### config.mk
export PLATFORM = sky130hd
export DESIGN_NAME = irq_controller
export DESIGN_NICKNAME = d
export VERILOG_FILES = /design/src/shared/irq_ctrl_pkg.sv /design/src/rtl/irq_controller.sv /design/src/rtl/edge_sync.sv
export SDC_FILE = /design/constraint.sdc
export NUM_CORES = 1
export LEC_CHECK = 0
export BUFFER_PORTS_ARGS = -buffer_cell sky130_fd_sc_hd__buf_4
export CORE_MARGIN = 4
export CORE_UTILIZATION = 47
export DETAILED_ROUTE_END_ITERATION = 8
export PLACE_DENSITY = 0.78
export SYNTH_ARGS = -nofsm -noshare
export SYNTH_HDL_FRONTEND = slang
export SYNTH_SLANG_ARGS = --single-unit
### constraint.sdc
create_clock -name sys_clk -period 1.8 [get_ports sys_clk]
set_input_delay 0.18 -clock sys_clk [delete_from_list [all_inputs] [get_ports sys_clk]]
set_output_delay 0.18 -clock sys_clk [all_outputs]
set_load 0.02 [all_outputs]
### src/shared/irq_ctrl_pkg.sv
// Package of register offsets, bit positions, reset values and timing constants for the interrupt controller.
package irq_ctrl_pkg;
	// Register offsets as seen on the register port.
	localparam logic [7:0] IRQ_CONTROL_OFS = 8'h0B;
	localparam logic [7:0] PERIPH_FLAG_OFS = 8'h0C;
	localparam logic [7:0] PERIPH_ENABLE_OFS = 8'h8C;
	localparam logic [7:0] OPTION_OFS = 8'h81;
	// Control register bit positions.
	localparam int GLOBAL_EN_BIT = 7;
	localparam int PERIPH_EN_BIT = 6;
	localparam int TIMER_EN_BIT = 5;
	localparam int EXTE_BIT = 4;
	localparam int PCIE_BIT = 3;
	localparam int TIMER_FLAG_BIT = 2;
	localparam int EXTF_BIT = 1;
	localparam int PCIF_BIT = 0;
	// Peripheral flag bit positions.
	localparam int EE_BIT = 7;
	localparam int CMP_BIT = 6;
	localparam int RX_BIT = 5;
	localparam int TX_BIT = 4;
	localparam int CCP_BIT = 2;
	localparam int TMR2_BIT = 1;
	localparam int TMR1_BIT = 0;
	// Option register edge-select bit.
	localparam int EDGE_SEL_BIT = 6;
	// Reset values; bit 3 of the peripheral registers is unimplemented.
	localparam logic [7:0] IRQ_CONTROL_RST = 8'h00;
	localparam logic [7:0] PERIPH_RST = 8'h00;
	localparam logic [7:0] PERIPH_MASK = 8'hF7;
	localparam logic [7:0] OPTION_RST = 8'hFF;
	// Interrupt vector and index of the last quarter-phase per instruction cycle.
	localparam logic [12:0] IRQ_VECTOR = 13'h0004;
	localparam logic [1:0] Q_LAST = 2'h3;
	localparam int NUM_SOURCES = 10;
endpackage

### src/rtl/irq_controller.sv
// Interrupt controller of a small 8-bit core: flags, enables, vectoring and wake-up.
//
// Implementation choice: the strobed register port.
`timescale 1ns/1ps
`default_nettype none
module irq_controller
	import irq_ctrl_pkg::*;
(
	input wire logic sys_clk,
	input wire logic rst,
	input wire logic [7:0] reg_addr,
	input wire logic [7:0] reg_wdata,
	input wire logic reg_wr,
	input wire logic reg_rd,
	output logic [7:0] reg_rdata,
	input wire logic ext_irq_pin,
	input wire logic [3:0] port_b_pins,
	input wire logic port_b_read,
	input wire logic timer_rollover,
	input wire logic comparator_evt,
	input wire logic serial_tx_evt,
	input wire logic serial_rx_evt,
	input wire logic capture_compare_evt,
	input wire logic timer_b_overflow_evt,
	input wire logic timer_match_evt,
	input wire logic eeprom_done_evt,
	input wire logic irq_disable_instr,
	input wire logic return_from_irq_instr,
	input wire logic sleeping,
	input wire logic [12:0] return_pc,
	output logic q_end,
	output logic irq_take,
	output logic [12:0] vector_pc,
	output logic [12:0] pushed_pc,
	output logic push_stack,
	output logic nop_slot,
	output logic wake
);
	logic [7:0] irq_control_r;
	logic [7:0] periph_flag_reg_r;
	logic [7:0] periph_enable_reg_r;
	logic [7:0] option_r;
	logic [1:0] q_r;
	logic [3:0] port_latch_r;
	logic ext_level;
	logic ext_rise;
	logic ext_fall;
	logic [3:0] port_sync;
	logic ext_edge;
	logic ext_pend_r;
	logic port_change;
	logic core_req;
	logic periph_req;
	logic pending;
	logic pend_d1_r;
	logic nop_r;
	logic [7:0] ctrl_set;
	logic [7:0] periph_set;
	logic [7:0] rdata_r;
	logic [12:0] vector_r;
	logic [12:0] pushed_r;
	logic take_r;

	typedef enum logic [1:0] {
		ST_RUN = 2'b00,
		ST_WAIT = 2'b01,
		ST_ENTER = 2'b10
	} irq_state_t;
	irq_state_t state_r;
	irq_state_t state_nxt;

	// Write-strobe decode for one register offset.
	function automatic logic hit(input logic [7:0] a, input logic [7:0] ofs, input logic s);
		hit = s && (a == ofs);
	endfunction

	// Pin input synchroniser and edge detector for the external interrupt pin.
	edge_sync u_ext_sync (
		.sys_clk(sys_clk),
		.rst(rst),
		.din(ext_irq_pin),
		.level(ext_level),
		.rise(ext_rise),
		.fall(ext_fall)
	);

	// Each port pin passes its own synchroniser before any compare.
	genvar gi;
	generate
		for (gi = 0; gi < 4; gi++) begin : g_port
			edge_sync u_port_sync (
				.sys_clk(sys_clk),
				.rst(rst),
				.din(port_b_pins[gi]),
				.level(port_sync[gi]),
				.rise(),
				.fall()
			);
		end
	endgenerate

	// Quarter-phase divider; q_end marks the Q4 slot ending each instruction cycle.
	always_ff @(posedge sys_clk) begin
		if (rst) begin
			q_r <= 2'h0;
		end else begin
			q_r <= q_r + 2'h1;
		end
	end
	assign q_end = (q_r == Q_LAST);

	// Edge selection by the option register.
	assign ext_edge = option_r[EDGE_SEL_BIT] ? ext_rise : ext_fall;

	// A pin edge outside the Q4 to Q1 window is held until the window opens.
	// Edges inside the window land directly, so a software clear is not undone later.
	always_ff @(posedge sys_clk) begin
		if (rst) begin
			ext_pend_r <= 1'b0;
		end else if (q_r == Q_LAST || q_r == 2'h0) begin
			ext_pend_r <= 1'b0;
		end else if (ext_edge) begin
			ext_pend_r <= 1'b1;
		end
	end

	// The port is compared against the value latched by the last port read.
	always_ff @(posedge sys_clk) begin
		if (rst) begin
			port_latch_r <= 4'h0;
		end else if (port_b_read) begin
			port_latch_r <= port_sync;
		end
	end
	// A change coinciding with the read is absorbed into the new latch value.
	assign port_change = (port_sync != port_latch_r) && !port_b_read;

	// Hardware set terms for the control and peripheral flags.
	always_comb begin
		ctrl_set = 8'h00;
		ctrl_set[EXTF_BIT] = (ext_edge | ext_pend_r) && (q_r == Q_LAST || q_r == 2'h0);
		ctrl_set[TIMER_FLAG_BIT] = timer_rollover;
		ctrl_set[PCIF_BIT] = port_change;
		periph_set = 8'h00;
		periph_set[EE_BIT] = eeprom_done_evt;
		periph_set[CMP_BIT] = comparator_evt;
		periph_set[RX_BIT] = serial_rx_evt;
		periph_set[TX_BIT] = serial_tx_evt;
		periph_set[CCP_BIT] = capture_compare_evt;
		periph_set[TMR2_BIT] = timer_match_evt;
		periph_set[TMR1_BIT] = timer_b_overflow_evt;
	end

	// Control register: software writes, hardware sets win over clears, entry clears enable.
	always_ff @(posedge sys_clk) begin
		if (rst) begin
			irq_control_r <= IRQ_CONTROL_RST;
		end else begin
			if (hit(reg_addr, IRQ_CONTROL_OFS, reg_wr)) begin
				irq_control_r <= reg_wdata | ctrl_set;
			end else begin
				irq_control_r <= irq_control_r | ctrl_set;
			end
			if (return_from_irq_instr) begin
				irq_control_r[GLOBAL_EN_BIT] <= 1'b1;
			end
			if (irq_disable_instr || state_nxt == ST_ENTER) begin
				irq_control_r[GLOBAL_EN_BIT] <= 1'b0;
			end
		end
	end

	// Peripheral flag register, kept apart from the control register.
	always_ff @(posedge sys_clk) begin
		if (rst) begin
			periph_flag_reg_r <= PERIPH_RST;
		end else if (hit(reg_addr, PERIPH_FLAG_OFS, reg_wr)) begin
			periph_flag_reg_r <= (reg_wdata | periph_set) & PERIPH_MASK;
		end else begin
			periph_flag_reg_r <= (periph_flag_reg_r | periph_set) & PERIPH_MASK;
		end
	end

	// Peripheral enable register.
	always_ff @(posedge sys_clk) begin
		if (rst) begin
			periph_enable_reg_r <= PERIPH_RST;
		end else if (hit(reg_addr, PERIPH_ENABLE_OFS, reg_wr)) begin
			periph_enable_reg_r <= reg_wdata & PERIPH_MASK;
		end
	end

	// Option register; only the edge-select bit is used here.
	always_ff @(posedge sys_clk) begin
		if (rst) begin
			option_r <= OPTION_RST;
		end else if (hit(reg_addr, OPTION_OFS, reg_wr)) begin
			option_r <= reg_wdata;
		end
	end

	// Masked request groups: each flag paired with its own enable.
	assign core_req = (irq_control_r[EXTF_BIT] & irq_control_r[EXTE_BIT])
		| (irq_control_r[TIMER_FLAG_BIT] & irq_control_r[TIMER_EN_BIT])
		| (irq_control_r[PCIF_BIT] & irq_control_r[PCIE_BIT]);
	assign periph_req = irq_control_r[PERIPH_EN_BIT]
		& (|(periph_flag_reg_r & periph_enable_reg_r));
	assign pending = core_req | periph_req;
	// Wake-up needs no global enable; an enabled pending flag wakes at once.
	assign wake = sleeping & pending;

	// Pending is sampled once per instruction cycle to give the fixed latency.
	always_ff @(posedge sys_clk) begin
		if (rst) begin
			pend_d1_r <= 1'b0;
		end else if (q_end) begin
			pend_d1_r <= pending & irq_control_r[GLOBAL_EN_BIT] & ~sleeping;
		end
	end

	// Vectoring sequence: sample, wait one cycle, then enter on a cycle boundary.
	always_comb begin
		state_nxt = state_r;
		unique case (state_r)
			ST_RUN: begin
				if (q_end && pend_d1_r && irq_control_r[GLOBAL_EN_BIT] && !irq_disable_instr) begin
					state_nxt = ST_WAIT;
				end
			end
			ST_WAIT: begin
				if (irq_disable_instr || !irq_control_r[GLOBAL_EN_BIT]) begin
					state_nxt = ST_RUN;
				end else if (q_end) begin
					state_nxt = ST_ENTER;
				end
			end
			ST_ENTER: begin
				state_nxt = ST_RUN;
			end
		endcase
	end

	always_ff @(posedge sys_clk) begin
		if (rst) begin
			state_r <= ST_RUN;
		end else begin
			state_r <= state_nxt;
		end
	end

	// Entry outputs: only the return address is handed to the stack.
	always_ff @(posedge sys_clk) begin
		if (rst) begin
			take_r <= 1'b0;
			vector_r <= 13'h0000;
			pushed_r <= 13'h0000;
		end else begin
			take_r <= (state_nxt == ST_ENTER);
			if (state_nxt == ST_ENTER) begin
				vector_r <= IRQ_VECTOR;
				pushed_r <= return_pc;
			end
		end
	end
	assign irq_take = take_r;
	assign push_stack = take_r;
	assign vector_pc = vector_r;
	assign pushed_pc = pushed_r;

	// A no-op slot follows an instruction that clears the global enable.
	always_ff @(posedge sys_clk) begin
		if (rst) begin
			nop_r <= 1'b0;
		end else begin
			nop_r <= irq_disable_instr;
		end
	end
	assign nop_slot = nop_r;

	// Read port: data stands in the cycle after the read strobe; unmapped reads zero.
	always_ff @(posedge sys_clk) begin
		if (rst) begin
			rdata_r <= 8'h00;
		end else if (reg_rd) begin
			unique case (reg_addr)
				IRQ_CONTROL_OFS: rdata_r <= irq_control_r;
				PERIPH_FLAG_OFS: rdata_r <= periph_flag_reg_r;
				PERIPH_ENABLE_OFS: rdata_r <= periph_enable_reg_r;
				OPTION_OFS: rdata_r <= option_r;
				default: rdata_r <= 8'h00;
			endcase
		end else begin
			rdata_r <= 8'h00;
		end
	end
	assign reg_rdata = rdata_r;

	logic unused_ok;
	assign unused_ok = ext_level;
endmodule
`default_nettype wire

### src/rtl/edge_sync.sv
// Two-flop synchroniser with an edge detector behind the second stage.
`timescale 1ns/1ps
`default_nettype none
module edge_sync (
	input wire logic sys_clk,
	input wire logic rst,
	input wire logic din,
	output logic level,
	output logic rise,
	output logic fall
);
	logic s1_r;
	logic s2_r;
	logic s3_r;

	// Only the second stage reads the first; edges come from stages two and three.
	always_ff @(posedge sys_clk) begin
		if (rst) begin
			s1_r <= 1'b0;
			s2_r <= 1'b0;
			s3_r <= 1'b0;
		end else begin
			s1_r <= din;
			s2_r <= s1_r;
			s3_r <= s2_r;
		end
	end

	assign level = s2_r;
	assign rise = s2_r & ~s3_r;
	assign fall = ~s2_r & s3_r;
endmodule
`default_nettype wire

==> results of run 1 <==
==> cell type report <==
type / count / area (µm²)
multi-input combinational: 250 / 1530
sequential: 75 / 1510
clock inverter: 4 / 72.6
tap: 77 / 96.3
inverter: 4 / 15.0
fill: 549 / 2420
clock buffer: 12 / 155
timing repair buffer: 86 / 658
==> worst max-delay path, cell delays in order, from the launching register on <==
cell and delay [ns]:
dfxtp_2 0.33, a222oi_1 0.34, nand3_1 0.19, a21oi_2 0.19, nor2b_1 0.06, buf_4 0.15
==> worst max-delay path by stage <==
stage                            from       endpoint  slack, ns
2_1_floorplan                  q_r[0]  pushed_pc[10]       0.08
3_3_place_gp               state_r[1]  pushed_pc[11]       0.21
3_5_place_dp               state_r[1]   pushed_pc[8]       0.16
4_1_cts        periph_enable_reg_r[4]           wake     -0.001
5_1_grt        periph_enable_reg_r[4]           wake      -0.10
6_report       periph_enable_reg_r[4]           wake       0.02
==> cell families after synthesis <==
family / Yosys count / share of synthesized area
simple gates: 142 / 0.229
flops: 75 / 0.472
compound gates: 64 / 0.136
buf+inv: 35 / 0.0605
mux: 25 / 0.0786
xor+xnor: 4 / 0.0110
fa+ha+maj: 3 / 0.0118
other cells: 1 / 0.00118
==> state kept, by name, summed over array words and instances (netlist names) <==
name and cells:
reg_rdata 8, u_ext_sync.level 1, periph_enable_reg_r 7, option_r 8, nop_slot 1, vector_pc 1
g_port.u_port_sync.level 4, state_r 2, periph_flag_reg_r 7, port_latch_r 4, irq_take 1, pend_d1_r 1
g_port.u_port_sync.s1_r 4, q_r 2, pushed_pc 13, irq_control_r 8, u_ext_sync.s1_r 1, ext_pend_r 1
u_ext_sync.s3_r 1
==> what timing repair did <==
item,4_1_cts,5_1_grt
resized for setup,4,0
hold endpoints to repair,0,0
setup endpoints to repair,1,1
pin swaps,3,1
setup buffers,3,0
==> power groups by stage <==
stage	Sequential [mW]	Clock (mW)	Combinational [mW]
CTS	1.72	1.47	0.269
global placement	1.76	0	0.259
floorplan	1.75	0	0.151
global route	1.73	1.54	0.294
finish	1.72	1.44	0.267
detailed placement	1.76	0	0.264
==> routing by layer <==
metal,global-route usage,vias to the layer above,routed length (µm)
li1,-,1346,-
met1,0.206,1243,2970
met2,0.296,73,3560
met3,0.0550,9,413
met4,0.0663,0,114
met5,0,-,0
==> cell usage after synthesis, types with 2 or more instances <==
library cell,number,share of area
a211oi_1,8,0.019
a21oi_1,27,0.042
a22o_1,7,0.019
a22oi_1,10,0.024
a31oi_1,2,0.0039
and2_1,3,0.0059
and4b_1,2,0.0063
buf_2,4,0.0063
buf_4,15,0.035
clkbuf_1,12,0.014
dfxtp_1,75,0.47
ha_1,3,0.012
inv_1,4,0.0047
mux2i_1,25,0.079
nand2_1,51,0.060
nand2b_1,2,0.0039
nand3_1,5,0.0079
nand3_2,2,0.0063
nand3b_1,2,0.0047
nor2_1,29,0.034
nor2b_1,19,0.037
nor3_1,18,0.028
nor4b_4,2,0.015
o21ai_0,2,0.0031
xnor2_1,4,0.011
==> flow_summary.json, run 1 <==
{
  "clkPwrFrac": 0.420,
  "clock_path_buffers": 2,
  "ir_drop_uv": 503,
  "setup_viol": 0,
  "worstPathMaxFanout": 2,
  "antenna_found_initial": 0,
  "hold_class": "input pin to flop",
  "portBuffers": 76,
  "rsz0062_at_grt": "yes",
  "die_h_um": 90.3,
  "crit_arrival_ns": 1.60,
  "synthFlopType": "dfxtp_1",
  "drc": 0,
  "fp.dieW_um": 90.3,
  "yosysUniqueCellTypes": 41,
  "path_class": "flop to output port",
  "cts_tree": "yes",
  "setup-tns-final_ns": 0,
  "timing.rr.end": "pushed_pc[6]",
  "grt_overflow_total": 0,
  "grt_max_degree": 32,
  "cts_sinks": 75,
  "fin_crit_ns": 1.78,
  "p_per_area_mw_per_mm2": 850,
  "place_ws_ns": 0.158,
  "core-area_mm2": 0.00646,
  "cts_htree_levels": 3,
  "area_growth_syn_to_layout_pct": 26.8,
  "ys_seq_area_frac": 0.472,
  "clkTransAtPathRegs_ns": 0.07,
  "netSwitchingPower_mw": 0.748,
  "fin_crit_sh": 0.987,
  "r2r-start": "state_r[1]",
  "final_max_slew_viol_count": 0,
  "start_kind": "flop",
  "p_leak_nw": 1.69,
  "synth_cells": 349,
  "utilization": 0.625,
  "worst_ep_required_time_ns": 1.62,
  "power_mw": 3.43,
  "clock_latency_ns": 0.34,
  "drt-wirelength-per-cell_um": 13.9,
  "grt_usage": 0.174,
  "hold_end": "irq_control_r[7]",
  "ys_ff_latch": 75,
  "via_per_inst": 5.26,
  "crit_path_end_kind": "output port",
  "numCtsBuffers": 9,
  "hold_violations": 0,
  "hold_path_depth": 2,
  "syn-cell-area_mm2": 0.00318,
  "grt_pass1_wl_um": 11600,
  "min_from": "irq_disable_instr",
  "switching_share": 0.218,
  "post_dp_cell_area_mm2": 0.00378,
  "initial_utilization": 0.493,
  "p_seq_frac": 0.502,
  "drive_gt1_frac": 0.260,
  "internal_power_mw": 2.68,
  "synth_area_per_cell_um2": 9.12,
  "synth_edf_count": 0,
  "ant_nets": 0,
  "routabilityCongestion": 0.817,
  "hold_buffers": 0,
  "rr_worst_depth": 6,
  "root_buffer": "clkbuf_8",
  "clock.fmax_mhz": 563,
  "design.die.area_mm2": 0.00815,
  "vias": 2671,
  "drt_iter0_markers": 107,
  "ys_async_sr_fraction": 0,
  "hold_ws_ns": 0.0405,
  "io_pins": 89,
  "cap_violations": 0,
  "routed_wl_um": 7060,
  "row_count": 29,
  "diodes": 0,
  "dr.pass1.iters": 4,
  "nNetsFinal": 479,
  "postLayoutCellArea_mm2": 0.00404,
  "final_cell_mix": "85 x buf_4, 72 x dfxtp_1, 51 x nand2_1",
  "ys_warn_count": 0,
  "stdcell_count": 508,
  "final_common_cell": "buf_4",
  "grt_pass1_vias": 2571,
  "status": "complete, no violations",
  "setup_ws_ns": 0.0231,
  "fin_worst_skew_ns": 0.00862,
  "dp_cells": 489,
  "place_hpwl_um": 5360,
  "reg2reg_slack_ns": 0.14,
  "combPwrFrac": 0.078
}
Note: power is estimated with default switching activity, not from simulation.
==> run 2, diff against run 1 <==
Settings changed: CELL_PAD_IN_SITES_DETAIL_PLACEMENT set to 1, CELL_PAD_IN_SITES_GLOBAL_PLACEMENT set to 1, CORE_UTILIZATION 47 to 35.
==> run 2 against run 1 <==
- global-route usage shrank 1.8 points
- clock power down 18%
- core utilization fell by 17 points
- critical path type unchanged
- fmax fell by 0.64%
- routed wire length grew 18%
- highest routed layer unchanged
- largest cell class unchanged
==> flow_summary.json, run 2 (synthesized netlist as in run 1, its figures left out) <==
{
  "timing.rr.end": "pushed_pc[7]",
  "diodes": 0,
  "grt_max_degree": 38,
  "internal_power_mw": 2.40,
  "p_per_area_mw_per_mm2": 788,
  "hold_violations": 0,
  "setup_ws_ns": 0.0117,
  "clkTransAtPathRegs_ns": 0.08,
  "stdcell_count": 538,
  "design.die.area_mm2": 0.0107,
  "hold_buffers": 0,
  "crit_path_end_kind": "output port",
  "place_hpwl_um": 6340,
  "core-area_mm2": 0.00881,
  "path_class": "flop to output port",
  "drt-wirelength-per-cell_um": 15.5,
  "netSwitchingPower_mw": 0.775,
  "worstPathMaxFanout": 3,
  "drive_gt1_frac": 0.258,
  "die_h_um": 103,
  "numCtsBuffers": 9,
  "fin_worst_skew_ns": 0.0107,
  "ir_drop_uv": 381,
  "start_kind": "flop",
  "r2r-start": "state_r[1]",
  "antenna_found_initial": 0,
  "root_buffer": "clkbuf_8",
  "cts_tree": "yes",
  "rr_worst_depth": 6,
  "min_from": "irq_disable_instr",
  "grt_pass1_wl_um": 13000,
  "clock_path_buffers": 2,
  "status": "complete, no violations",
  "ant_nets": 0,
  "final_max_slew_viol_count": 0,
  "drc": 0,
  "hold_class": "input pin to flop",
  "p_seq_frac": 0.543,
  "nNetsFinal": 478,
  "reg2reg_slack_ns": 0.09,
  "hold_end": "irq_control_r[7]",
  "grt_usage": 0.156,
  "cts_sinks": 75,
  "area_growth_syn_to_layout_pct": 26.5,
  "worst_ep_required_time_ns": 1.62,
  "place_ws_ns": 0.0880,
  "routabilityCongestion": 0.807,
  "largest_register_ffs": 13,
  "p_leak_nw": 1.66,
  "fp.dieW_um": 103,
  "vias": 2741,
  "fillerInstances": 1057,
  "clkPwrFrac": 0.371,
  "row_count": 34,
  "io_pins": 89,
  "final_common_cell": "buf_4",
  "combPwrFrac": 0.086,
  "switching_share": 0.244,
  "crit_arrival_ns": 1.61,
  "clock_latency_ns": 0.35,
  "portBuffers": 76,
  "fin_crit_ns": 1.79,
  "power_mw": 3.17,
  "dp_cells": 520,
  "grt_overflow_total": 0,
  "hold_path_depth": 2,
  "setup_viol": 0,
  "cap_violations": 0,
  "fin_crit_sh": 0.993,
  "final_cell_mix": "84 x buf_4, 74 x dfxtp_1, 51 x nand2_1",
  "drt_iter0_markers": 86,
  "via_per_inst": 5.09,
  "grt_pass1_vias": 2791,
  "cts_htree_levels": 3,
  "utilization": 0.457,
  "dr.pass1.iters": 4,
  "initial_utilization": 0.361,
  "clock.fmax_mhz": 559,
  "routed_wl_um": 8330,
  "rsz0062_at_grt": "yes"
}
run 2: power groups by stage:
stage / clock (mW) / combinational, mW / sequential (mW)
3_5_place_dp: 0 / 0.272 / 1.76
2_1_floorplan: 0 / 0.151 / 1.75
3_3_place_gp: 0 / 0.264 / 1.76
6_report: 1.18 / 0.272 / 1.72
4_1_cts: 1.20 / 0.273 / 1.72
5_1_grt: 1.28 / 0.298 / 1.73
run 2: how the worst max path moves through the flow:
stage                                 from  depth (start not counted)                to
floorplan                           q_r[0]                          7     pushed_pc[10]
global placement                state_r[1]                          6  irq_control_r[7]
detailed placement              state_r[1]                          6      pushed_pc[7]
CTS                 periph_enable_reg_r[4]                          5              wake
global route        periph_enable_reg_r[4]                          5              wake
finish              periph_enable_reg_r[4]                          5              wake
run 2: final cells by class:
cell class / count / area, µm² / area share
Clock inverter: 4 / 25.0 / 0.00622
Inverter: 4 / 15.0 / 0.00373
Clock buffer: 12 / 155 / 0.0385
Multi-Input combinational cell: 250 / 1540 / 0.383
Sequential cell: 75 / 1500 / 0.373
Tap cell: 108 / 135 / 0.0336
Timing Repair Buffer: 85 / 651 / 0.162
run 2: metrics by stage:
step           hold WS [ns]  TNS, ns  instance area, µm²
3_5_place_dp          0.390        0                3820
4_1_cts              0.0220        0                4010
5_1_grt              0.0192   -0.102                4030
3_3_place_gp          0.384        0                3820
2_1_floorplan         0.259        0                3220
6_report             0.0362        0                4030
run 2: critical path, stage by stage, from the launching register on:
cell,delay (ns)
dfxtp_2,0.34
a222oi_1,0.33
nand3_1,0.20
a21oi_2,0.18
nor2b_1,0.07
buf_4,0.15
run 2: what timing repair did:
| action | CTS | global route |
|---|---|---|
| hold endpoints to repair | 0 | 0 |
| gates resized for setup | 2 | 2 |
| pin swaps | 3 | 1 |
| gates cloned | 0 | 0 |
| setup buffers | 1 | 1 |
| setup endpoints to repair | 1 | 3 |
run 2: per-layer routing:
metal	GRT usage	share of wire	up-vias
met2	0.275	0.53	53
met1	0.183	0.42	1325
met4	0.0598	0.020	0
met3	0.0369	0.032	14
met5	0	0	-
li1	-	-	1349
